## src/design/laf_pkg.sv

```systemverilog
package laf_pkg;
  // register byte addresses
  localparam logic [7:0] REG_CTRL     = 8'h00;
  localparam logic [7:0] REG_STATUS   = 8'h04;
  localparam logic [7:0] REG_PREV     = 8'h08;
  localparam logic [7:0] REG_THRESH   = 8'h0C;
  localparam logic [7:0] REG_TEST     = 8'h10;
  localparam logic [7:0] REG_PIX_ADDR = 8'h14;
  localparam logic [7:0] REG_PIX_DATA = 8'h18;
  // control register fields
  localparam int CTRL_INT_DONE_BIT   = 0;
  localparam int CTRL_CHIP_RESET_BIT = 1;
  localparam int CTRL_NORMAL_BIT     = 2;
  localparam int CTRL_DUAL_TEMP_BIT  = 3;
  localparam logic       NORMAL_RESET    = 1'b1;
  localparam logic       DUAL_TEMP_RESET = 1'b0;
  localparam logic [7:0] THRESH_RESET    = 8'hB3;
  localparam logic [23:0] PREV_RESET     = 24'h000000;
  localparam logic [31:0] TEST_RESET     = 32'h00000000;
  localparam logic [7:0] FCNT_RESET      = 8'h00;
  // readout command decoding
  localparam logic [3:0] READOUT_OPCODE = 4'h9;
  localparam logic [3:0] RES_CODE_1B = 4'hC;
  localparam logic [3:0] RES_CODE_2B = 4'h6;
  localparam logic [3:0] RES_CODE_4B = 4'h3;
  localparam logic [3:0] RES_CODE_8B = 4'h9;
  // resolution as reported in the status byte
  localparam logic [1:0] RES_SEL_1B = 2'h0;
  localparam logic [1:0] RES_SEL_2B = 2'h1;
  localparam logic [1:0] RES_SEL_4B = 2'h2;
  localparam logic [1:0] RES_SEL_8B = 2'h3;
  // pixel geometry
  localparam int         NUM_PIXELS = 144;
  localparam logic [7:0] PIX_FIRST  = 8'h01;
  localparam logic [7:0] PIX_LAST   = 8'h90;
  localparam logic [7:0] PIX_MIN    = 8'h02;
  localparam logic [7:0] PIX_MAX    = 8'h8F;
  localparam logic [3:0] BYTE_BITS  = 4'h8;
  // header lengths per resolution
  localparam logic [7:0] HDR_LEN_8B  = 8'h0C;
  localparam logic [7:0] HDR_LEN_4B  = 8'h08;
  localparam logic [7:0] HDR_LEN_LOW = 8'h09;
  // arbitrary neutral identity values
  localparam logic [7:0] SANITY_BYTE  = 8'hA5;
  localparam logic [3:0] VERSION_CODE = 4'h5;
  // synchroniser idle value, order {sclk, cs_n, mosi}
  localparam logic [2:0] SYNC_IDLE = 3'h2;
  localparam logic [4:0] DIV_STEPS = 5'h10;
  // crc
  localparam logic [15:0] CRC_POLY  = 16'h1021;
  localparam logic [15:0] CRC_PRIME = 16'hFFFF;
  function automatic logic [15:0] laf_crc_bit(input logic [15:0] c, input logic b);
    laf_crc_bit = {c[14:0], 1'b0} ^ ((c[15] ^ b) ? CRC_POLY : 16'h0000);
  endfunction
  function automatic logic [15:0] laf_crc_byte(input logic [15:0] c, input logic [7:0] d);
    logic [15:0] r;
    r = c;
    for (int i = 7; i >= 0; i--) r = laf_crc_bit(r, d[i]);
    laf_crc_byte = r;
  endfunction
  localparam logic [15:0] CRC_INIT =
    laf_crc_byte(laf_crc_byte(16'h0000, CRC_PRIME[15:8]), CRC_PRIME[7:0]);
  typedef enum logic [1:0] {LINK_IDLE, LINK_SKIP, LINK_RUN} laf_link_type;
  typedef enum logic [2:0] {PH_HDR, PH_PIX, PH_CRC1, PH_CRC2, PH_DONE, PH_TAIL} laf_phase_type;
endpackage

```

## src/design/laf_readout_framer.sv

```systemverilog
// Functional notes
// - three byte command, opcode nibble, start, end
// - resolution nibble decodes to 1, 2, 4, 8 bit
// - pixel indices clamped to 2..143
// - ascending, descending or single pixel selection
// - pixel 1 before, pixel 144 after selection
// - conversion done clears after first command byte
// - fixed 8-bit frame byte order and length
// - echo previous and current control bytes
// - status byte: resolution, mode, probe, version
// - wrapping frame counter, cleared by chip reset
// - 8-bit mode adds temperature and ADC tests
// - average of selected pixels only
// - CRC covers bytes zero through average
// - 4-bit mode packs two pixels per byte
// - 4-bit average uses four padded zeros
// - partial pixel byte MSB aligned, zero padded
// - low modes insert threshold byte at six
// - no code 11; average padded six/seven zeros
// - two-bit and one-bit threshold coding
// - CCITT polynomial primed with 0xFFFF
// - ignore readout while conversion done low
//
// The register offsets and the Avalon-MM register port were left to the implementer.
module laf_readout_framer
  import laf_pkg::*;
(
  input  wire logic        mclk,
  input  wire logic        rst,
  input  wire logic [7:0]  avs_address,
  input  wire logic        avs_read,
  input  wire logic        avs_write,
  input  wire logic [31:0] avs_writedata,
  output logic      [31:0] avs_readdata,
  output logic             avs_waitrequest,
  input  wire logic        sclk,
  input  wire logic        cs_n,
  input  wire logic        mosi,
  output logic             miso,
  output logic             miso_oe_n,
  output logic             conversion_done_out
);
  import laf_pkg::*;

  logic [7:0]    pix_mem [0:NUM_PIXELS-1];
  logic [2:0]    sync1, sync2, sync3, filt, filt_d;
  logic          sclk_rise, sclk_fall, cs_f, mosi_f, bus_ack;
  logic          normal_mode, dual_temp, int_pulse, chip_reset_pulse;
  logic [7:0]    thresh, pix_addr;
  logic [23:0]   prev_ctrl;
  logic [31:0]   test_vals, rd_mux;
  laf_link_type  link_st;
  laf_phase_type phase, next_phase;
  logic [2:0]    bit_cnt;
  logic [1:0]    cmd_idx, res_sel, dec_sel;
  logic [7:0]    rx_sh, rx_nx, s_raw, e_raw, sel_s, sel_e, sel_n;
  logic [7:0]    ob, shout, nb, hdr_byte, hdr_len, fcnt;
  logic [15:0]   crc;
  logic          cmd_done, dec_ok, accept, boundary, take, crc_upd, frame_end;
  logic [3:0]    bpp, pk_bits, bits_n;
  logic [7:0]    pk_idx, pk_cur, stage, pix_raw, code8, placed;
  logic          pk_full, pk_fill, pix_done, dv_run, dv_started;
  logic [15:0]   sum, quo, rem, r_sh;
  logic [4:0]    dv_cnt;

  function automatic logic [7:0] clamp_pix(input logic [7:0] p);
    clamp_pix = (p < PIX_MIN) ? PIX_MIN : ((p > PIX_MAX) ? PIX_MAX : p);
  endfunction

  // three stage synchronisers; a level counts once stages two and three agree
  always_ff @(posedge mclk) begin
    if (rst) begin
      sync1  <= SYNC_IDLE;
      sync2  <= SYNC_IDLE;
      sync3  <= SYNC_IDLE;
      filt   <= SYNC_IDLE;
      filt_d <= SYNC_IDLE;
    end else begin
      sync1  <= {sclk, cs_n, mosi};
      sync2  <= sync1;
      sync3  <= sync2;
      filt   <= (filt & (sync2 ^ sync3)) | (sync3 & ~(sync2 ^ sync3));
      filt_d <= filt;
    end
  end

  assign cs_f      = filt[1];
  assign mosi_f    = filt[0];
  assign sclk_rise = filt[2] & ~filt_d[2] & ~cs_f;
  assign sclk_fall = ~filt[2] & filt_d[2] & ~cs_f;

  // avalon slave: one wait cycle, then the answer
  assign bus_ack = (avs_read | avs_write) & ~avs_waitrequest;

  always_comb begin
    case (avs_address)
      REG_CTRL:     rd_mux = {28'h0000000, dual_temp, normal_mode, 2'h0};
      REG_STATUS:   rd_mux = {14'h0000, res_sel, fcnt, 6'h00,
                              link_st == LINK_RUN, conversion_done_out};
      REG_PREV:     rd_mux = {8'h00, prev_ctrl};
      REG_THRESH:   rd_mux = {24'h000000, thresh};
      REG_TEST:     rd_mux = test_vals;
      REG_PIX_ADDR: rd_mux = {24'h000000, pix_addr};
      default:      rd_mux = 32'h00000000;
    endcase
  end

  always_ff @(posedge mclk) begin
    if (rst) begin
      avs_waitrequest <= 1'b1;
      avs_readdata    <= 32'h00000000;
      normal_mode     <= NORMAL_RESET;
      dual_temp       <= DUAL_TEMP_RESET;
      thresh          <= THRESH_RESET;
      prev_ctrl       <= PREV_RESET;
      test_vals       <= TEST_RESET;
      pix_addr        <= 8'h00;
      int_pulse       <= 1'b0;
      chip_reset_pulse <= 1'b0;
    end else begin
      int_pulse        <= 1'b0;
      chip_reset_pulse <= 1'b0;
      if ((avs_read | avs_write) & avs_waitrequest) begin
        avs_waitrequest <= 1'b0;
        avs_readdata    <= rd_mux;
      end else begin
        avs_waitrequest <= 1'b1;
      end
      if (bus_ack & avs_write) begin
        case (avs_address)
          REG_CTRL: begin
            int_pulse   <= avs_writedata[CTRL_INT_DONE_BIT];
            chip_reset_pulse <= avs_writedata[CTRL_CHIP_RESET_BIT];
            normal_mode <= avs_writedata[CTRL_NORMAL_BIT];
            dual_temp   <= avs_writedata[CTRL_DUAL_TEMP_BIT];
            if (avs_writedata[CTRL_CHIP_RESET_BIT]) begin
              thresh <= THRESH_RESET;
            end
          end
          REG_PREV:     prev_ctrl <= avs_writedata[23:0];
          REG_THRESH:   thresh    <= avs_writedata[7:0];
          REG_TEST:     test_vals <= avs_writedata;
          REG_PIX_ADDR: pix_addr  <= avs_writedata[7:0];
          REG_PIX_DATA: pix_addr  <= 8'(pix_addr + 8'h01);
          default: ;
        endcase
      end
    end
  end

  // pixel store stands in for the converter; software loads it before readout
  always_ff @(posedge mclk) begin
    if (bus_ack & avs_write & (avs_address == REG_PIX_DATA) & (pix_addr < PIX_LAST)) begin
      pix_mem[pix_addr] <= avs_writedata[7:0];
    end
  end

  // command byte decode
  assign rx_nx = {rx_sh[6:0], mosi_f};
  always_comb begin
    dec_ok  = 1'b1;
    dec_sel = RES_SEL_8B;
    case (rx_nx[3:0])
      RES_CODE_1B: dec_sel = RES_SEL_1B;
      RES_CODE_2B: dec_sel = RES_SEL_2B;
      RES_CODE_4B: dec_sel = RES_SEL_4B;
      RES_CODE_8B: dec_sel = RES_SEL_8B;
      default:     dec_ok  = 1'b0;
    endcase
  end

  // a readout while conversion is not done is treated as foreign and skipped
  assign accept = sclk_rise & (bit_cnt == 3'h7) & (link_st == LINK_IDLE) &
                  (rx_nx[7:4] == READOUT_OPCODE) & dec_ok & conversion_done_out;
  assign boundary  = sclk_fall & (bit_cnt == 3'h0) & (link_st == LINK_RUN);
  assign frame_end = boundary & (phase == PH_DONE);

  always_comb begin
    case (res_sel)
      RES_SEL_1B: begin bpp = 4'h1; hdr_len = HDR_LEN_LOW; end
      RES_SEL_2B: begin bpp = 4'h2; hdr_len = HDR_LEN_LOW; end
      RES_SEL_4B: begin bpp = 4'h4; hdr_len = HDR_LEN_4B;  end
      default:    begin bpp = 4'h8; hdr_len = HDR_LEN_8B;  end
    endcase
  end

  // header bytes; layout shifts by one where the threshold byte is inserted
  always_comb begin
    logic [7:0] status_b;
    logic [7:0] k;
    status_b = {res_sel, normal_mode, dual_temp, VERSION_CODE};
    k        = ob;
    hdr_byte = 8'h00;
    if ((res_sel == RES_SEL_1B || res_sel == RES_SEL_2B) && ob >= 8'h06) begin
      k = 8'(ob - 8'h01);
      if (ob == 8'h06) begin
        hdr_byte = thresh;
      end
    end
    if (!((res_sel == RES_SEL_1B || res_sel == RES_SEL_2B) && ob == 8'h06)) begin
      case (k)
        8'h00:   hdr_byte = SANITY_BYTE;
        8'h01:   hdr_byte = prev_ctrl[23:16];
        8'h02:   hdr_byte = prev_ctrl[15:8];
        8'h03:   hdr_byte = prev_ctrl[7:0];
        8'h04:   hdr_byte = s_raw;
        8'h05:   hdr_byte = e_raw;
        8'h06:   hdr_byte = status_b;
        8'h07:   hdr_byte = fcnt;
        8'h08:   hdr_byte = test_vals[7:0];
        8'h09:   hdr_byte = test_vals[15:8];
        8'h0A:   hdr_byte = test_vals[23:16];
        8'h0B:   hdr_byte = test_vals[31:24];
        default: hdr_byte = 8'h00;
      endcase
    end
  end

  // byte to load at the next byte boundary
  always_comb begin
    nb         = 8'h00;
    next_phase = phase;
    take       = 1'b0;
    crc_upd    = 1'b0;
    case (phase)
      PH_HDR: begin
        nb      = hdr_byte;
        crc_upd = 1'b1;
        if (8'(ob + 8'h01) == hdr_len) begin
          next_phase = PH_PIX;
        end
      end
      PH_PIX: begin
        crc_upd = 1'b1;
        if (pk_full) begin
          nb   = stage;
          take = boundary;
        end else begin
          nb         = quo[7:0];
          next_phase = PH_CRC1;
        end
      end
      PH_CRC1: begin
        nb         = crc[15:8];
        next_phase = PH_CRC2;
      end
      PH_CRC2: begin
        nb         = crc[7:0];
        next_phase = PH_DONE;
      end
      PH_DONE:  next_phase = PH_TAIL;
      default:  next_phase = PH_TAIL;
    endcase
  end

  // spi receive and frame shifter, mode 0: sample on rise, shift on fall
  always_ff @(posedge mclk) begin
    if (rst || cs_f) begin
      link_st  <= LINK_IDLE;
      bit_cnt  <= 3'h0;
      rx_sh    <= 8'h00;
      cmd_idx  <= 2'h0;
      cmd_done <= 1'b0;
      phase    <= PH_HDR;
      ob       <= 8'h00;
      shout    <= 8'h00;
      crc      <= CRC_INIT;
      if (rst) begin
        res_sel <= RES_SEL_8B;
        s_raw   <= 8'h00;
        e_raw   <= 8'h00;
        sel_s   <= PIX_MIN;
        sel_e   <= PIX_MIN;
        sel_n   <= 8'h01;
      end
    end else begin
      if (sclk_rise) begin
        rx_sh   <= rx_nx;
        bit_cnt <= 3'(bit_cnt + 3'h1);
        if (bit_cnt == 3'h7) begin
          if (accept) begin
            link_st <= LINK_RUN;
            res_sel <= dec_sel;
            cmd_idx <= 2'h1;
            crc     <= CRC_INIT;
          end else if (link_st == LINK_IDLE) begin
            link_st <= LINK_SKIP;
          end else if (link_st == LINK_RUN && cmd_idx == 2'h1) begin
            s_raw   <= rx_nx;
            cmd_idx <= 2'h2;
          end else if (link_st == LINK_RUN && cmd_idx == 2'h2) begin
            e_raw    <= rx_nx;
            sel_s    <= clamp_pix(s_raw);
            sel_e    <= clamp_pix(rx_nx);
            sel_n    <= (clamp_pix(s_raw) > clamp_pix(rx_nx)) ?
                        8'(clamp_pix(s_raw) - clamp_pix(rx_nx) + 8'h01) :
                        8'(clamp_pix(rx_nx) - clamp_pix(s_raw) + 8'h01);
            cmd_done <= 1'b1;
            cmd_idx  <= 2'h3;
          end
        end
      end
      if (boundary) begin
        shout <= nb;
        phase <= next_phase;
        if (phase == PH_HDR) begin
          ob <= 8'(ob + 8'h01);
        end
        if (crc_upd) begin
          crc <= laf_crc_byte(crc, nb);
        end
      end else if (sclk_fall) begin
        shout <= {shout[6:0], 1'b0};
      end
    end
  end

  // set by the end of integration wins over the clear from an accepted command
  always_ff @(posedge mclk) begin
    if (rst) begin
      conversion_done_out <= 1'b0;
    end else if (int_pulse) begin
      conversion_done_out <= 1'b1;
    end else if (accept) begin
      conversion_done_out <= 1'b0;
    end
  end

  always_ff @(posedge mclk) begin
    if (rst || chip_reset_pulse) begin
      fcnt <= FCNT_RESET;
    end else if (frame_end) begin
      fcnt <= 8'(fcnt + 8'h01);
    end
  end

  always_ff @(posedge mclk) begin
    if (rst) begin
      miso      <= 1'b0;
      miso_oe_n <= 1'b1;
    end else begin
      miso      <= shout[7];
      miso_oe_n <= cs_f;
    end
  end

  // pixel packer: fetches one pixel per clock into a staging byte
  assign pix_raw = pix_mem[8'(pk_cur - 8'h01)];
  assign bits_n  = 4'(pk_bits + bpp);
  assign pk_fill = cmd_done & ~pk_full & ~take & (pk_idx <= 8'(sel_n + 8'h01));
  assign placed  = 8'(code8 << 4'(BYTE_BITS - bits_n));
  assign pix_done = (pk_idx == 8'(sel_n + 8'h02));

  always_comb begin
    logic [3:0] lo_eff;
    lo_eff = (thresh[3:0] > thresh[7:4]) ? thresh[7:4] : thresh[3:0];
    case (res_sel)
      RES_SEL_1B: code8 = {7'h00, pix_raw[7:4] > thresh[7:4]};
      RES_SEL_2B: code8 = (pix_raw[7:4] > thresh[7:4]) ? 8'h02 :
                          ((pix_raw[7:4] < lo_eff) ? 8'h00 : 8'h01);
      RES_SEL_4B: code8 = {4'h0, pix_raw[7:4]};
      default:    code8 = pix_raw;
    endcase
  end

  always_ff @(posedge mclk) begin
    if (rst || !cmd_done) begin
      pk_idx  <= 8'h00;
      pk_cur  <= PIX_FIRST;
      stage   <= 8'h00;
      pk_bits <= 4'h0;
      pk_full <= 1'b0;
      sum     <= 16'h0000;
    end else if (take) begin
      stage   <= 8'h00;
      pk_full <= 1'b0;
    end else if (pk_fill) begin
      stage  <= stage | placed;
      pk_idx <= 8'(pk_idx + 8'h01);
      if (pk_idx != 8'h00 && pk_idx <= sel_n) begin
        sum <= 16'(sum + 16'(code8 << 4'(BYTE_BITS - bpp)));
      end
      if (pk_idx == 8'h00) begin
        pk_cur <= sel_s;
      end else if (pk_idx == sel_n) begin
        pk_cur <= PIX_LAST;
      end else if (sel_s <= sel_e) begin
        pk_cur <= 8'(pk_cur + 8'h01);
      end else begin
        pk_cur <= 8'(pk_cur - 8'h01);
      end
      if (bits_n == BYTE_BITS || pk_idx == 8'(sel_n + 8'h01)) begin
        pk_full <= 1'b1;
        pk_bits <= 4'h0;
      end else begin
        pk_bits <= bits_n;
      end
    end
  end

  // restoring divider for the average, started once the last pixel is in
  assign dv_run  = dv_started & (dv_cnt != 5'h00);
  assign r_sh    = {rem[14:0], quo[15]};

  always_ff @(posedge mclk) begin
    if (rst || !cmd_done) begin
      dv_started <= 1'b0;
      dv_cnt     <= 5'h00;
      quo        <= 16'h0000;
      rem        <= 16'h0000;
    end else if (!dv_started && pix_done) begin
      dv_started <= 1'b1;
      dv_cnt     <= DIV_STEPS;
      quo        <= sum;
      rem        <= 16'h0000;
    end else if (dv_run) begin
      dv_cnt <= 5'(dv_cnt - 5'h01);
      if (r_sh >= {8'h00, sel_n}) begin
        rem <= 16'(r_sh - {8'h00, sel_n});
        quo <= {quo[14:0], 1'b1};
      end else begin
        rem <= r_sh;
        quo <= {quo[14:0], 1'b0};
      end
    end
  end

endmodule

```

## config.mk

```make
export PLATFORM = sky130hd
export DESIGN_NAME = laf_readout_framer
export DESIGN_NICKNAME = d
export VERILOG_FILES = /design/src/design/laf_pkg.sv /design/src/design/laf_readout_framer.sv
export SDC_FILE = /design/constraint.sdc
export NUM_CORES = 2
export LEC_CHECK = 0
export ABC_AREA = 0
export BUFFER_PORTS_ARGS = -buffer_cell sky130_fd_sc_hd__buf_2
export CORE_MARGIN = 10
export CORE_UTILIZATION = 57
export DETAILED_ROUTE_END_ITERATION = 8
export GPL_TIMING_DRIVEN = 0
export PLACE_DENSITY = 0.84
export SLEW_MARGIN = 0
export SYNTH_ARGS = -nofsm -noshare
export SYNTH_HDL_FRONTEND = slang
export SYNTH_SLANG_ARGS = --single-unit
```

## constraint.sdc

```tcl
create_clock -name mclk -period 7.5 [get_ports mclk]
set_clock_uncertainty 0.1 [all_clocks]
set_input_delay 0.375 -clock mclk [delete_from_list [all_inputs] [get_ports mclk]]
set_output_delay 0.375 -clock mclk [all_outputs]
set_load 0.01 [all_outputs]
```

## Word-level counts from Yosys, hierarchy flattened

Memories as Yosys holds them, arrays and structs flattened.
Index checks and enable logic that the tools add are counted.

| storage, ports and cells | value |
|---|---|
| logic and storage cells | 347 |
| memories | 1 |
| flip-flop bits (word level) | 309 |
| output and inout bits | 36 |
| input port bits | 47 |
| bits in writable memories | 1152 |

| cells by class | value |
|---|---|
| equality and inequality tests | 46 |
| add/sub/neg operators | 20 |
| $lt $le $gt $ge | 14 |
| bitwise logic cells | 55 |
| reductions and logical operators | 56 |
| mux-type cells | 108 |
| shift-type cells | 2 |

Memory list:

| memory | words | bits a word | rd ports | clocked after Yosys merged registers in | wr ports | RTL line | RTL |
|---|---|---|---|---|---|---|---|
| pix_mem | 144 | 8 | 1 | 0 | 1 | laf_readout_framer.sv:45 | `logic [7:0] pix_mem [0:NUM_PIXELS-1];` |

Operators by type and width:

| kind | number |
|---|---|
| $mux W8 | 53 |
| $pmux W32 S6 | 1 |
| $xor A16 B13 Y16 | 8 |
| $mux W16 | 7 |
| $mux W13 | 8 |
| $pmux W8 S12 | 1 |
| $add A8 B1 Y8 const B | 8 |
| $eq A8 B3 Y1 const B | 6 |
| $eq A8 B4 Y1 const B | 6 |
| $eq A8 B8 Y1 | 4 |
| $pmux W8 S2 | 2 |
| $pmux W8 S4 | 1 |
| $eq A8 B5 Y1 const B | 3 |
| $le A8 B8 Y1 | 3 |
| $logic_not A8 Y1 | 3 |
| $mux W2 | 12 |
| $pmux W8 S3 | 1 |
| $reduce_bool A2 Y1 | 11 |
| $and A1 B1 Y1 | 21 |
| $add A16 B16 Y16 | 1 |
| $eq A4 B4 Y1 const B | 4 |
| $eq A8 B2 Y1 const B | 2 |
| $ge A16 B8 Y1 | 1 |
| $gt A8 B8 Y1 const B | 2 |
| 59 further kinds | 132 |

## Depth between registers and ports, before layout

| logic depth | value |
|---|---|
| word-level depth | 34 |
| mapped depth | 40 |

## Worst setup path before layout

Ideal clock, no wire load.

| timing path | value |
|---|---|
| kind | register to register |
| start | register pk_cur[0] |
| end | register sum[14] |
| path buffers | 8 |
| data arrival time | 7.673 ns |
| cell stages (with the launch flop) | 39 |
| setup slack | -0.398 ns |
| clock period less this slack | 7.898 ns |
| cell sequence | dfxtp_1 -> buf_4 -> buf_4 -> buf_4 -> inv_1 -> ha_1 -> buf_2 -> buf_2 -> buf_2 -> buf_1 -> buf_1 -> mux4_2 -> mux4_2 -> or2_2 -> o31ai_1 -> inv_1 -> ha_1 -> nor2b_1 -> (+3 left out) -> nor2_1 -> nor2_1 -> a211oi_1 -> o21ai_0 -> nor3_1 -> ha_1 -> inv_1 -> fa_1 -> nor2b_1 -> o21ai_0 -> a21boi_0 -> o21ai_0 -> a21boi_0 -> o2111ai_1 -> nand3_1 -> a41oi_1 -> xnor2_1 -> o21ai_0 |

| between the ends | value |
|---|---|
| word-level cells in the longest chain between the ends | 8 |
| elaborated cells between the ends (all ways) | 9 |
| classes of those cells | add/sub (2); order compare (2); shift (1); mux (3); memory (1) |

Ends and longest elaborated chain:

| item | RTL line | RTL |
|---|---|---|
| start, declared | laf_readout_framer.sv:61 | `logic [7:0] pk_idx, pk_cur, stage, pix_raw, code8, placed;` |
| start signal, assigned | laf_readout_framer.sv:384 | `pk_cur <= sel_s;` |
| start signal, assigned | laf_readout_framer.sv:388 | `pk_cur <= 8'(pk_cur + 8'h01);` |
| start signal, assigned | laf_readout_framer.sv:390 | `pk_cur <= 8'(pk_cur - 8'h01);` |
| $sub A8 B1 Y8 * | laf_readout_framer.sv:348 | `assign pix_raw = pix_mem[8'(pk_cur - 8'h01)];` |
| $mem_v2 Z144 W8 * | - |  |
| $lt A4 B4 Y1 | laf_readout_framer.sv:360 | `((pix_raw[7:4] < lo_eff) ? 8'h00 : 8'h01);` |
| $mux W1 | laf_readout_framer.sv:360 |  |
| $mux W2 | laf_readout_framer.sv:359 | `RES_SEL_2B: code8 = (pix_raw[7:4] > thresh[7:4]) ? 8'h02 :` |
| $pmux W8 S3 * | laf_readout_framer.sv:357 | `case (res_sel)` |
| $shl A8 B4 Y16 * | laf_readout_framer.sv:381 | `sum <= 16'(sum + 16'(code8 << 4'(BYTE_BITS - bpp)));` |
| $add A16 B16 Y16 * | laf_readout_framer.sv:381 |  |
| end signal, assigned | laf_readout_framer.sv:381 |  |
| end, declared | laf_readout_framer.sv:63 | `logic [15:0] sum, quo, rem, r_sh;` |

Every way passes the cells marked *; elsewhere a longest branch is shown, timed or not.
A chain may end at the register's enable or synchronous reset.

## Worst setup path after layout

| timing path | value |
|---|---|
| start | register pk_cur[1] |
| end | register sum[15] |

The elaborated chain is that of the path after synthesis.

==> run metrics <==
outcome finished, violations left; failing checks DRC; minimum clock period 7.487 ns; clock tree from TritonCTS built; Detail Route Antenna Nets 0; number of synthesized register bits 1459; clock buffer depth 3; Netlist Area Pre-Place 0.06305 sq mm; Critical Path Fanout Max 10; CP Data Required Time 8.10 ns; Final Hold Viols 0; crit path kind flip-flop to flip-flop; effective utilization at floorplan 57.69%; Top FF cell, synth edfxtp_1; Max Clk Rate 133.6 MHz; Max Slew Vio Count 0; Synth cell types 92; Post-Place Setup Slack -3.710 ns; routed length per instance 35.47 microns; TritonRoute pass-1 iters 9; IO Pins 83; WL final 222100 microns; synth-to-layout area growth 15.02%; number of enable flip-flop cells after synthesis 1194; maximum vdd drop 0.2799 mV; Hold Path Depth 1; insertion delay to the later sink of the worst-skew pair 0.83 ns; fin util 66.35%; critical path launch point pk_cur[1]; clock sinks 1459; CTS root buffer clkbuf_16; maxcap violations 0; nets 4828; register area share after synthesis 65.28%; Post-Syn Area per Cell 14.63 sq um; die footprint 0.1243 sq mm; share of layout cells above drive strength 1 19.01%; vias per inst 7.260; Mapped Cells 4311; Power Density 226.9 mW/mm^2; initial antenna violation count 12; relative slew slack 4.276%; Overall Power 16.46 mW; first-pass GRT wire length 314000 microns; DRC 64; Core ar. 0.1093 sq mm; Hold Crit Start avs_writedata[5]; Critical Path Sink Type flip-flop; R2R cell count 27; crit-path max cell delay 0.76 ns; asr flop ratio synth 0%; Tightest Hold Check Type input pin to flip-flop; vias 45460; worst r2r src pk_cur[1]; Leakage 24.22 nW; Rows 121; TritonCTS buffer count 145; Total GRT Usage 34.92%; Slew @ Worst Pin 1.432 ns; Final Cycle Share 99.83%; Crit-path slowest cell clkdlybuf4s15_1; FILL cells 7070; Routability Congestion 0.9687; die width 352.6 microns; Synthesis Warnings 0; setup ws final 0.01255 ns; clk slew on worst S/H paths 0.07 ns; port bufs 81; HPWL Detailed 128200 microns; crit path DAT 8.09 ns; Die Y 352.6 microns; vias in the first global route 43230; CP startpoint kind flip-flop; pin count of the biggest net entering global routing 107; initial DRC count 8712; global route overflow 0; # H-tree levels 4; final setup vio count 0
area by class of cell:
class,count,area [sq um],share of cell area [%]
antenna,14,35.03,0.04830
buffer,242,1753,2.417
clock buffer,188,3924,5.410
clock inverter,67,745.7,1.028
inverter,99,371.6,0.5124
multi-input combinational,2509,20940,28.87
sequential,1459,41160,56.76
tap,1476,1847,2.546
timing repair buffer,207,1749,2.412
sequential cells by signal, summed over array words and instances, names as in the netlist, 15 cells and up, named ones only:
name          flops
test_vals        32
sum              16
quo              16
pix_mem        1152
avs_readdata     32
crc              16
rem              15
prev_ctrl        24
final timing paths:
check | to | slack (ns)
worst max-delay path | sum[15] | 0.01
worst min register to register | sync2[1] | 0.31
worst min-delay path | pix_mem[54][5] | 0.009
worst max register to register | sum[15] | 0.01
stage by stage:
stage / hold WS (ns) / instances / cell area [sq um] / setup TNS, ns
6_report: 0.009305 / 6261 / 72530 / 0
5_1_grt: 0.03732 / 6247 / 72490 / -0.1187
4_1_cts: 0.007205 / 6203 / 71820 / 0
3_5_place_dp: 0.2941 / 5884 / 65660 / -56.98
3_3_place_gp: 0.2960 / 5872 / 65340 / -69.30
2_1_floorplan: 0.2895 / 4315 / 63090 / 0
kinds of logic after synthesis:
family                   synth area share (%)
adder cells (fa/ha/maj)                 2.449
XOR/XNOR                                1.466
buffers and inverters                   2.262
flip-flops                              65.28
AND/OR/NAND/NOR                         8.658
other                                0.005947
multiplexers                            12.83
AO/OA/AOI/OAI                           7.048
report_power, final:
group | switching (mW) | internal, mW | leakage, nW | total [mW]
combinational | 0.222 | 0.0829 | 9.04 | 0.305
sequential | 0.0118 | 8.76 | 12.9 | 8.77
clock | 3.34 | 4.04 | 2.27 | 7.38
synthesized netlist by cell type (16+ instances only):
cell type  count  area share, %
and3_1        23           0.23
inv_1         97           0.58
o22ai_1       23           0.23
ha_1         109            2.2
or3_1         26           0.26
and2_1        17           0.17
a211oi_1      31           0.37
nand2_1      387            2.3
xnor2_1       57           0.79
nand4_1       34           0.34
clkbuf_1     177            1.1
nor3_1        68           0.54
buf_2         39           0.31
dfxtp_1      265            8.4
o21ai_0       83           0.66
edfxtp_1    1194             57
buf_1         16          0.095
nand3_1       91           0.72
a21oi_1      233            1.8
a31oi_1       17           0.17
nor2b_1       40           0.40
mux2i_1       57           0.90
mux4_2       332             12
o21a_1        30           0.36
xor2_1        39           0.54
o211ai_1      17           0.20
nand2b_1      27           0.27
a22oi_1       66           0.79
nor2_1       443            2.6
cell usage in the layout, fill, tap and decap left out, types with 23 or more instances in the layout:
master	synthesis	routed
edfxtp_1	1194	1194
nor2_1	443	437
nand2_1	387	383
mux4_2	332	332
dfxtp_1	265	264
a21oi_1	233	227
clkbuf_1	177	171
clkbuf_16	0	162
ha_1	109	107
buf_4	11	97
inv_1	97	94
nand3_1	91	89
buf_2	39	83
o21ai_0	83	79
nor3_1	68	63
a22oi_1	66	62
xnor2_1	57	55
mux2i_1	57	50
nor2b_1	40	40
xor2_1	39	36
nand4_1	34	34
o21a_1	30	30
a211oi_1	31	30
dlygate4sd3_1	0	30
nand2b_1	27	27
or3_1	26	26
buf_6	4	24
and3_1	23	23
clkinv_2	0	23
routing by layer:
layer / share of wire [%] / global-route usage [%]
met5: 0.13 / 0.8229
met3: 15 / 15.35
met1: 31 / 40.80
met4: 9.5 / 23.26
met2: 44 / 51.99
worst max-delay path: cells and delay by family (launching register included):
family                     cells  cell delay [ns]
AOI/OAI and AO/OA              9             2.08
adders and majority gates      2             0.63
DFF                            1             0.35
buffers and inverters          8             2.58
muxes                          2             0.54
and+or+nand+nor                6             1.07
repair_timing:
action	CTS	global route
setup endpoints to repair	24	10
hold buffers	30	0
gates resized for setup	221	75
cloned	0	4
buffers inserted	38	42
hold endpoints to repair	56	0
pin swaps	20	22
(Power assumes the default switching activity.)
